## config.mk

```make
export PLATFORM = sky130hd
export DESIGN_NAME = ssp_core
export DESIGN_NICKNAME = d
export VERILOG_FILES = /design/src/ssp_pkg.sv /design/src/ssp_core.sv /design/src/ssp_sync.sv
export SDC_FILE = /design/constraint.sdc
export NUM_CORES = 1
export LEC_CHECK = 0
export BUFFER_PORTS_ARGS = -buffer_cell sky130_fd_sc_hd__buf_2
export CAP_MARGIN = 20
export CORE_MARGIN = 2
export CORE_UTILIZATION = 35
export DETAILED_ROUTE_END_ITERATION = 8
export SLEW_MARGIN = 20
export SYNTH_ARGS = -nofsm -noshare
export SYNTH_HDL_FRONTEND = slang
export SYNTH_SLANG_ARGS = --single-unit
```

## constraint.sdc

```tcl
create_clock -name hclk -period 2.3 [get_ports hclk]
set_clock_uncertainty 0.2 [all_clocks]
set_input_delay 0 -clock hclk [delete_from_list [all_inputs] [get_ports hclk]]
set_output_delay 0 -clock hclk [all_outputs]
set_load 0.005 [all_outputs]
```

## src/ssp_pkg.sv

```systemverilog
// ssp_pkg: shared constants and types for the serial port buffer/status block
// assumes: one clock hclk at 10 MHz, ahb-lite register access
// Function
// RULE_01: overflow discards new data, sets status bit 6
// RULE_02: buffer write sets transmit full bit 1
// RULE_03: move to shift register clears transmit full
// RULE_04: receive full bit 0 set, cleared on read
// RULE_05: master clock pin disable bit 12
// RULE_06: data out pin disable bit 11
// RULE_07: width select picks 16 or 8 bits
// RULE_08: software avoids both prescalers at 1:1
`default_nettype none
package ssp_pkg;
  localparam logic [11:0] SSP_OFF_STATUS = 12'h000;
  localparam logic [11:0] SSP_OFF_CTRL1 = 12'h004;
  localparam logic [11:0] SSP_OFF_BUFFER = 12'h008;
  localparam logic [11:0] SSP_OFF_IRQ_STATUS = 12'h00c;
  localparam logic [11:0] SSP_OFF_IRQ_MASK = 12'h010;
  localparam int SSP_BIT_ROV = 6;
  localparam int SSP_BIT_TBF = 1;
  localparam int SSP_BIT_RBF = 0;
  localparam int SSP_BIT_CLK_PIN_DIS = 12;
  localparam int SSP_BIT_OUT_PIN_DIS = 11;
  localparam int SSP_BIT_WIDTH = 10;
  localparam int SSP_BIT_SAMPLE = 9;
  localparam int SSP_BIT_SEL_EN = 7;
  localparam int SSP_BIT_EDGE = 8;
  localparam int SSP_BIT_POL = 6;
  localparam int SSP_BIT_MASTER = 5;
  localparam logic [15:0] SSP_CTRL1_MASK = 16'h1fff;
  localparam logic [15:0] SSP_CTRL1_RESET = 16'h0000;
  localparam int SSP_IRQ_RX = 0;
  localparam int SSP_IRQ_TX = 1;
  localparam int SSP_IRQ_OVF = 2;
  localparam logic [2:0] SSP_IRQ_RESET = 3'h0;
  localparam logic [15:0] SSP_DATA_RESET = 16'h0000;
  localparam logic [7:0] SSP_HALF_DIV = 8'h04;
  typedef struct packed {
    logic sck_in;
    logic sdi;
    logic ss_n;
  } ssp_pin_in_type;
  typedef struct packed {
    logic sck_out;
    logic sck_oe;
    logic sdo;
    logic sdo_oe;
  } ssp_pin_out_type;
endpackage // ssp_pkg
`default_nettype wire

```

## src/ssp_core.sv

```systemverilog
// ssp_core: serial port holding buffers, status flags, control and pins
// assumes: ahb-lite single master, word transfers, pins synchronised here
//
// Local design decisions: the register offsets and the AHB-Lite slave port.
`default_nettype none
module ssp_core (
  // clock and reset
  input wire logic hclk,
  input wire logic hresetn,
  // ahb-lite slave
  input wire logic hsel,
  input wire logic [11:0] haddr,
  input wire logic [1:0] htrans,
  input wire logic hwrite,
  input wire logic [2:0] hsize,
  input wire logic [31:0] hwdata,
  input wire logic hready,
  output logic hreadyout,
  output logic hresp,
  output logic [31:0] hrdata,
  // serial pins
  input wire ssp_pkg::ssp_pin_in_type pin_in,
  output ssp_pkg::ssp_pin_out_type pin_out,
  // interrupt
  output logic irq
);
  import ssp_pkg::*;

  typedef enum {ST_IDLE, ST_SHIFT} ssp_state_type;

  // synchronised pins
  ssp_pin_in_type pin_s;
  ssp_sync #(.W(3)) u_sync (
    .hclk(hclk),
    .hresetn(hresetn),
    .d(pin_in),
    .q(pin_s)
  );

  function automatic logic is_sel(input logic [11:0] a, input logic [11:0] off);
    is_sel = (a == off);
  endfunction

  // bus address phase capture
  logic wr_reg, wr_next, rd_reg, rd_next;
  logic [11:0] addr_reg, addr_next;
  logic [15:0] ctrl_reg, ctrl_next;
  logic [15:0] txb_reg, txb_next, rxb_reg, rxb_next, sr_reg, sr_next;
  logic tbf_reg, tbf_next, rbf_reg, rbf_next, rov_reg, rov_next;
  logic [2:0] ist_reg, ist_next, imask_reg, imask_next;
  logic [31:0] rdata_reg, rdata_next;
  logic irq_reg, irq_next;
  ssp_state_type st_reg, st_next;
  logic [4:0] cnt_reg, cnt_next;
  logic [7:0] div_reg, div_next;
  logic sck_reg, sck_next, sdo_reg, sdo_next, sck_prev_reg;
  logic [15:0] ctrl_w;
  logic wr_buf, rd_buf, lead, trail, master, wide, rx_done, tx_load;
  logic [4:0] nbits;
  logic active_lvl;

  assign master = ctrl_reg[SSP_BIT_MASTER];
  assign wide = ctrl_reg[SSP_BIT_WIDTH];
  assign nbits = wide ? 5'd16 : 5'd8; // RULE_07
  assign wr_buf = wr_reg && is_sel(addr_reg, SSP_OFF_BUFFER);
  assign rd_buf = rd_reg && is_sel(addr_reg, SSP_OFF_BUFFER);
  assign ctrl_w = hwdata[15:0];

  // edge finding on clock level: own divider in master, pin in slave
  logic sck_now, sck_idle;
  assign sck_idle = ctrl_reg[SSP_BIT_POL];
  // registered level in master, so no loop through the done check
  assign sck_now = master ? sck_reg : pin_s.sck_in;
  assign active_lvl = ~sck_idle;
  assign lead = (sck_now != sck_prev_reg) && (sck_now == active_lvl);
  assign trail = (sck_now != sck_prev_reg) && (sck_now == sck_idle);

  always_comb begin
    wr_next = 1'b0;
    rd_next = 1'b0;
    addr_next = addr_reg;
    if (hsel && hready && htrans[1]) begin
      wr_next = hwrite;
      rd_next = !hwrite;
      addr_next = haddr;
    end
  end

  // shift engine
  always_comb begin
    st_next = st_reg;
    cnt_next = cnt_reg;
    sr_next = sr_reg;
    div_next = div_reg;
    sck_next = sck_reg;
    sdo_next = sdo_reg;
    tx_load = 1'b0;
    rx_done = 1'b0;
    unique case (st_reg)
      ST_IDLE: begin
        sck_next = sck_idle;
        div_next = 8'h00;
        if (tbf_reg && (master || !pin_s.ss_n || !ctrl_reg[SSP_BIT_SEL_EN])) begin
          tx_load = 1'b1; // RULE_03
          sr_next = wide ? txb_reg : {txb_reg[7:0], 8'h00}; // RULE_07
          sdo_next = wide ? txb_reg[15] : txb_reg[7];
          cnt_next = 5'd0;
          st_next = ST_SHIFT;
        end
      end
      ST_SHIFT: begin
        if (master) begin
          if (div_reg == SSP_HALF_DIV - 8'h01) begin
            div_next = 8'h00;
            sck_next = ~sck_reg;
          end else begin
            div_next = div_reg + 8'h01;
          end
        end
        if (lead) begin
          sr_next = {sr_reg[14:0], pin_s.sdi};
          cnt_next = cnt_reg + 5'd1;
        end
        if (trail) begin
          sdo_next = sr_reg[15];
          if (cnt_reg == nbits) begin
            rx_done = 1'b1;
            sck_next = sck_idle;
            st_next = ST_IDLE;
          end
        end
      end
    endcase
  end

  // buffers, flags, registers
  always_comb begin
    ctrl_next = ctrl_reg;
    txb_next = txb_reg;
    rxb_next = rxb_reg;
    tbf_next = tbf_reg;
    rbf_next = rbf_reg;
    rov_next = rov_reg;
    ist_next = ist_reg;
    imask_next = imask_reg;
    if (wr_reg && is_sel(addr_reg, SSP_OFF_CTRL1)) begin
      ctrl_next = ctrl_w & SSP_CTRL1_MASK;
    end
    if (wr_reg && is_sel(addr_reg, SSP_OFF_STATUS) && ctrl_w[SSP_BIT_ROV]) begin
      rov_next = 1'b0;
    end
    if (wr_reg && is_sel(addr_reg, SSP_OFF_IRQ_MASK)) begin
      imask_next = hwdata[2:0];
    end
    if (wr_reg && is_sel(addr_reg, SSP_OFF_IRQ_STATUS)) begin
      ist_next = ist_reg & ~hwdata[2:0];
    end
    if (tx_load) begin
      tbf_next = 1'b0; // RULE_03
      ist_next[SSP_IRQ_TX] = 1'b1;
    end
    if (wr_buf) begin
      txb_next = wide ? ctrl_w : {8'h00, ctrl_w[7:0]};
      tbf_next = 1'b1; // RULE_02
    end
    if (rd_buf) begin
      rbf_next = 1'b0; // RULE_04
    end
    if (rx_done) begin
      if (rbf_reg && !rd_buf) begin
        rov_next = 1'b1; // RULE_01
        ist_next[SSP_IRQ_OVF] = 1'b1;
      end else begin
        rxb_next = wide ? sr_next : {8'h00, sr_next[7:0]};
        rbf_next = 1'b1; // RULE_04
        ist_next[SSP_IRQ_RX] = 1'b1;
      end
    end
  end

  always_comb begin
    rdata_next = 32'h0000_0000;
    if (hsel && hready && htrans[1] && !hwrite) begin
      // next values, so a read right behind a write sees the new data
      if (is_sel(haddr, SSP_OFF_STATUS)) begin
        rdata_next[SSP_BIT_ROV] = rov_next;
        rdata_next[SSP_BIT_TBF] = tbf_next;
        rdata_next[SSP_BIT_RBF] = rbf_next;
      end else if (is_sel(haddr, SSP_OFF_CTRL1)) begin
        rdata_next[15:0] = ctrl_next;
      end else if (is_sel(haddr, SSP_OFF_BUFFER)) begin
        rdata_next[15:0] = rxb_next;
      end else if (is_sel(haddr, SSP_OFF_IRQ_STATUS)) begin
        rdata_next[2:0] = ist_next;
      end else if (is_sel(haddr, SSP_OFF_IRQ_MASK)) begin
        rdata_next[2:0] = imask_next;
      end
    end
    irq_next = |(ist_next & imask_next);
  end

  always_ff @(posedge hclk or negedge hresetn) begin
    if (!hresetn) begin
      wr_reg <= 1'b0;
      rd_reg <= 1'b0;
      addr_reg <= 12'h000;
      ctrl_reg <= SSP_CTRL1_RESET;
      txb_reg <= SSP_DATA_RESET;
      rxb_reg <= SSP_DATA_RESET;
      sr_reg <= SSP_DATA_RESET;
      tbf_reg <= 1'b0;
      rbf_reg <= 1'b0;
      rov_reg <= 1'b0;
      ist_reg <= SSP_IRQ_RESET;
      imask_reg <= SSP_IRQ_RESET;
      rdata_reg <= 32'h0000_0000;
      irq_reg <= 1'b0;
      st_reg <= ST_IDLE;
      cnt_reg <= 5'd0;
      div_reg <= 8'h00;
      sck_reg <= 1'b0;
      sdo_reg <= 1'b0;
      sck_prev_reg <= 1'b0;
    end else begin
      wr_reg <= wr_next;
      rd_reg <= rd_next;
      addr_reg <= addr_next;
      ctrl_reg <= ctrl_next;
      txb_reg <= txb_next;
      rxb_reg <= rxb_next;
      sr_reg <= sr_next;
      tbf_reg <= tbf_next;
      rbf_reg <= rbf_next;
      rov_reg <= rov_next;
      ist_reg <= ist_next;
      imask_reg <= imask_next;
      rdata_reg <= rdata_next;
      irq_reg <= irq_next;
      st_reg <= st_next;
      cnt_reg <= cnt_next;
      div_reg <= div_next;
      sck_reg <= sck_next;
      sdo_reg <= sdo_next;
      sck_prev_reg <= sck_now;
    end
  end

  // pin drive registers
  ssp_pin_out_type pout_reg, pout_next;
  always_comb begin
    pout_next.sck_out = sck_next;
    pout_next.sck_oe = master && !ctrl_next[SSP_BIT_CLK_PIN_DIS]; // RULE_05
    pout_next.sdo = sdo_next;
    pout_next.sdo_oe = !ctrl_next[SSP_BIT_OUT_PIN_DIS]; // RULE_06
  end
  always_ff @(posedge hclk or negedge hresetn) begin
    if (!hresetn) begin
      pout_reg <= '0;
    end else begin
      pout_reg <= pout_next;
    end
  end

  assign pin_out = pout_reg;
  assign hreadyout = 1'b1;
  assign hresp = 1'b0;
  assign hrdata = rdata_reg;
  assign irq = irq_reg;
endmodule // ssp_core
`default_nettype wire

```

## src/ssp_sync.sv

```systemverilog
// ssp_sync: two flip-flop level synchroniser, width parameter
// assumes: input asynchronous to hclk
`default_nettype none
module ssp_sync #(
  parameter int W = 3
) (
  // clock and reset
  input wire logic hclk,
  input wire logic hresetn,
  // data
  input wire logic [W-1:0] d,
  output logic [W-1:0] q
);
  logic [W-1:0] meta_reg;
  always_ff @(posedge hclk or negedge hresetn) begin
    if (!hresetn) begin
      meta_reg <= '0;
      q <= '0;
    end else begin
      meta_reg <= d;
      q <= meta_reg;
    end
  end
endmodule // ssp_sync
`default_nettype wire

```

Word-level counts from Yosys, hierarchy flattened --
Cells that the tools add are included.
Storage, ports and cells: bits in writable memories 0, word-level logic and storage cells 142, memories 0, output and inout port bits 39, bits of input ports 57, flip-flop bits (word level) 160, bits in latches 0, ROM bits 0
Cells by class: shifts and indexed selects 0, add/sub/neg operators 2, bitwise operators 5, equality and inequality tests 19, reduce and logical (&&, ||, !) cells 30, mux-type cells 62, multipliers 0, $lt $le $gt $ge 0, div/mod/pow operators 0
Operators by type and width (number):
- 2-to-1 mux 16 bit | 10
- 2-to-1 mux 32 bit | 3
- case mux 32 bit (2 select lines) | 1
- == test 12 x 4 -> 1 bit (second input constant) | 4
- == test 32 x 1 -> 1 bit (second input constant) | 1
- zero test 32 bit | 1
- case mux 16 bit (2 select lines) | 1
- 2-to-1 mux 1 bit | 29
- == test 12 x 3 -> 1 bit (second input constant) | 2
- == test 12 x 5 -> 1 bit (second input constant) | 2
- zero test 12 bit | 2
- 2-to-1 mux 8 bit | 2
- case mux 8 bit (2 select lines) | 1
- logical AND 1 bit | 15
- 2-to-1 mux 3 bit | 5
- 2-to-1 mux 5 bit | 3
- 2-to-1 mux 13 bit | 1
- inequality test 2 bit (second input constant) | 5
- case mux 5 bit (2 select lines) | 1
- 2-to-1 mux 9 bit | 1
- adder 8 x 1 -> 8 bit (second input constant) | 1
- == test 8 x 2 -> 1 bit (second input constant) | 1
- AND 3 bit | 2
- zero test 1 bit | 6
- other kinds (13) | 18

Logic depth before layout (Yosys ltp) --
word-level depth 13, mapped depth 10

By module --
Synthesis repeated with hierarchy kept, for this count alone.
Second synthesis, totals: cells, all modules 530, area, all modules 5763.0 um^2
Modules (own cells, without submodules):
- ssp_core | times used 1, cells each 524, sequential area each 3078.0 um^2, area an instance 5612.9 um^2
- ssp_sync | times used 1, cells each 6, sequential area each 150.1 um^2, area an instance 150.1 um^2

Worst setup path after synthesis --
OpenSTA, ideal clock, no wires.
path type register -> register, from register addr_reg[9], to register rdata_reg[1] (netlist: hrdata[1]), path buffers 0, data arrival time 2189 ps, cell stages (with the launch flop) 7, slack -229 ps, required time 1960 ps, path through dfrtp_1 > or4_1 > nor3_1 > and2_1 > mux2_2 > a2111oi_0 > a211oi_1
RTL lines:
- from (decl) | RTL line ssp_core.sv:46 | logic [11:0] addr_reg, addr_next;
- from (signal assigned) | RTL line ssp_core.sv:227 | addr_reg <= addr_next;
- == test 12 x 5 -> 1 bit | RTL line ssp_core.sv:41 | is_sel = (a == off);
- logical AND 1 bit | RTL line ssp_core.sv:152 | if (wr_reg && is_sel(addr_reg, SSP_OFF_IRQ_MASK)) begin
- 2-to-1 mux 3 bit | RTL line ssp_core.sv:152
- via imask_next[1] | RTL line ssp_core.sv:50 | logic [2:0] ist_reg, ist_next, imask_reg, imask_next;
- 2-to-1 mux 3 bit | RTL line ssp_core.sv:195 | end else if (is_sel(haddr, SSP_OFF_IRQ_MASK)) begin
- 2-to-1 mux 3 bit | RTL line ssp_core.sv:193 | end else if (is_sel(haddr, SSP_OFF_IRQ_STATUS)) begin
- 2-to-1 mux 3 bit | RTL line ssp_core.sv:191 | end else if (is_sel(haddr, SSP_OFF_BUFFER)) begin
- 2-to-1 mux 16 bit | RTL line ssp_core.sv:189 | end else if (is_sel(haddr, SSP_OFF_CTRL1)) begin
- 2-to-1 mux 2 bit | RTL line ssp_core.sv:185 | if (is_sel(haddr, SSP_OFF_STATUS)) begin
- 2-to-1 mux 16 bit | RTL line ssp_core.sv:183 | if (hsel && hready && htrans[1] && !hwrite) begin
- via rdata_next[1] | RTL line ssp_core.sv:51 | logic [31:0] rdata_reg, rdata_next;
- to (signal assigned) | RTL line ssp_core.sv:237 | rdata_reg <= rdata_next;
- to (decl) | RTL line ssp_core.sv:51
The timed path passes the listed nets, and every way through them passes these cells. A chain may end at the register's enable or synchronous reset.

Worst setup path in the final report --
from register addr_reg[5], to register rdata_reg[12] (netlist: hrdata[12])
Between the ends: word-level cells in the longest chain between the ends 10
RTL lines:
- == test 12 x 4 -> 1 bit | RTL line ssp_core.sv:41
- logical AND 1 bit | RTL line ssp_core.sv:66 | assign rd_buf = rd_reg && is_sel(addr_reg, SSP_OFF_BUFFER);
- zero test 1 bit | RTL line ssp_core.sv:170 | if (rbf_reg && !rd_buf) begin
- logical AND 1 bit | RTL line ssp_core.sv:170
- 2-to-1 mux 16 bit | RTL line ssp_core.sv:170
- 2-to-1 mux 16 bit | RTL line ssp_core.sv:169 | if (rx_done) begin
- via rxb_next[12] | RTL line ssp_core.sv:48 | logic [15:0] txb_reg, txb_next, rxb_reg, rxb_next, sr_reg, sr_next;
- 2-to-1 mux 13 bit | RTL line ssp_core.sv:191
- 2-to-1 mux 16 bit | RTL line ssp_core.sv:189
- 2-to-1 mux 9 bit | RTL line ssp_core.sv:185
- 2-to-1 mux 16 bit | RTL line ssp_core.sv:183
- via rdata_next[12] | RTL line ssp_core.sv:51
The timed path passes the listed nets, and every way through them passes these cells.

==> results.toml <==
[cts]
clock_latency_ns = 0.43
cts_buffers = 17
clkTransAtPathRegs_ns = 0.06
cts_tree = "built"
htreeDepth = 4
cts_buffer_depth = 2
cts.sinks = 129
root_buffer = "clkbuf_16"

[yosys]
synth_mux_area_frac = 0.108
ys_seq_area_frac = 0.550
synth.most_common_cell = "dfrtp_1"
synth-simple-area-share = 0.154
syn_inst = 533
synth.avg_cell_area_um2 = 11.0
yosys.area.top_type = "dfrtp_1"
netlist_area_um2 = 5870
synth_top_family_by_area = "simple AND/OR/NAND/NOR gates"
synth_xor_area_frac = 0.0104
synth_cell_types = 63
ys_ff_latch = 129
synth_commonest_cells = "dfrtp_1 (129), nand2_1 (54), nor2_1 (49)"
synth-compound-area-share = 0.112
yosysWarnings = 0
ys.flop_type = "dfrtp_1"
synth_area_leaders = "dfrtp_1 (55%), mux2_2 (8.2%), nand2_1 (3.5%)"
async_flop_share = 1.00
synth_fa_ha_area_frac = 0.00639
synth_edf_count = 0
synth_top_area_frac = 0.550

[final_layout]
num-nets-final = 775
diodes = 0
syn_to_final_growth_pct = 41.5
final_cells = 948
layout-drive-gt1-share = 0.367

[setup_path]
end_kind = "register"
required_ns = 2.42
ff2ff_path_depth = 7
arrival_ns = 2.65
rrSetupSlack_ns = -0.23
r2r_end = "hrdata[12]"
path_class = "reg2reg"
r2r_start = "addr_reg[5]"
startpoint_type = "register"
worstPathMaxFanout = 5

[placement]
post-place-ws_ns = -0.393
gp_congestion = 0.813
hpwl_mm = 10.4
port_buffers = 57
placed_cells = 854

[status]
status = "complete, but fails checks"
failed_checks = "hold timing, setup timing"

[sta]
finalHoldViolations = 1
holdWs_ns = -0.0374
drv_slew = 0
setup_viol = 21
setup_tns_ns = -2.60
worst_slack_ns = -0.230
fmax_ghz = 0.395
finalCritPeriodShare = 1.10
rsz0062_at_grt = "true"
period_minus_slack_ns = 2.53

[global_routing]
grt_overflow = 0
grt_pass1_vias = 4778
grt_use_total = 0.179
grt_max_degree = 67
antenna_found_initial = 0
grt_pass1_wl_mm = 24.9

[power]
irDropWorstVdd_v = 0.000490
p_per_area_nw_per_um2 = 794
p_leak_nw = 3.91
total_power_mw = 6.60

[route]
vias_per_cell = 4.92
ant_nets = 0
num_vias = 4665
drt-total-wl_mm = 15.5
drtIter0Drc = 239
firstDrtPassIters = 4
drcViolationCount = 0
wl_per_cell_um = 16.4

[min_path]
min_path_type = "in2reg"
min_from = "hsel"
min_to = "addr_reg[2]"
min_path_cells = 4

[flow_run]
drv_cap = 0

[die]
die_h_um = 134
boundaryPins = 96
die-area_um2 = 17800
rows = 47
die_w_um = 134
initial_core_util = 0.357
core_area_um2 = 16500
## stage by stage
step / cell area, um^2 / util
after detailed placement: 6870 / 0.417
after global placement: 6870 / 0.417
after CTS: 8090 / 0.491
after global routing: 8310 / 0.505
final: 8310 / 0.505
after floorplan: 5970 / -
## cell type report
cell class / instances / area (um^2)
clock buffers: 21 / 460
clock inverters: 11 / 128
fillers: 1462 / 8160
inverters: 22 / 82.6
multi-input cells: 358 / 2630
flip-flops and latches: 129 / 3230
well taps: 220 / 275
repair buffers: 187 / 1500
## routing by layer
layer	vias up	track usage	share of wire
li1	2226	-	-
met1	2302	0.232	0.44
met2	114	0.298	0.50
met3	23	0.0388	0.040
met4	0	0.0632	0.023
met5	-	0	0
## report_power, final
| group | total (mW) | switching, mW | internal [mW] |
|---|---|---|---|
| clock network | 2.67 | 1.01 | 1.66 |
| logic | 1.22 | 0.599 | 0.621 |
| registers | 2.71 | 0.186 | 2.53 |
| total | 6.60 | 1.80 | 4.80 |
## worst max path at each step
stage	endpoint	slack (ns)	from
floorplan	hrdata[11]	-0.02	ctrl_reg[5]
global placement	hrdata[11]	-0.30	addr_reg[9]
detailed placement	hrdata[12]	-0.39	addr_reg[5]
CTS	hrdata[12]	-0.15	addr_reg[10]
global route	hrdata[14]	-0.30	addr_reg[8]
finish	hrdata[12]	-0.23	addr_reg[5]
## worst max-delay path, cell delays in order (launching register included)
cell      delay [ns]
dfrtp_1         0.39
nor4_2          0.35
nand4_1         0.18
buf_4           0.19
a2111o_1        0.52
o32ai_2         0.32
nor2_1          0.07
a211oi_1        0.20
## cells by family (layout without fill, tap and decap cells)
family,Yosys count,count (layout)
AND/OR/NAND/NOR,183,183
flip-flops,129,129
AO/OA/AOI/OAI,90,90
buffers and inverters,62,241
multiplexers,57,57
XOR/XNOR,7,7
adder cells (fa/ha/maj),3,3
other,2,18
## cells in the final DEF, fill, tap and decap left out, drive strengths merged, types with 3 or more instances in the layout
cell         Yosys  final
a211oi           4      4
a21oi           11     11
a221o            6      6
a31o             4      4
a31oi            3      3
and2             9      9
and3             5      5
buf             31    140
clkbuf           9     22
clkinv           1      5
clkinvlp         0      3
conb             2     18
dfrtp          129    129
dlygate4sd3      0     46
ha               3      3
inv             21     23
mux2            44     44
mux2i           13     13
nand2           54     54
nand2b           3      3
nand3           15     15
nand3b           3      3
nand4            6      6
nor2            49     49
nor2b            3      3
nor3            11     11
nor4             6      6
o21a             9      9
o21ai           20     20
o221a            5      5
o22ai            5      5
o32ai            5      5
or3              4      4
or4              5      5
xnor2            3      3
xor2             4      4
## repair_timing
item,4_1_cts,5_1_grt
buffers inserted,3,10
endpoints found under the hold margin,198,2
hold buffers,46,2
pin swaps,17,8
resized for setup,25,23
gates cloned,0,2
setup endpoints to repair,32,49
Note: power is estimated with default switching activity, not from simulation.
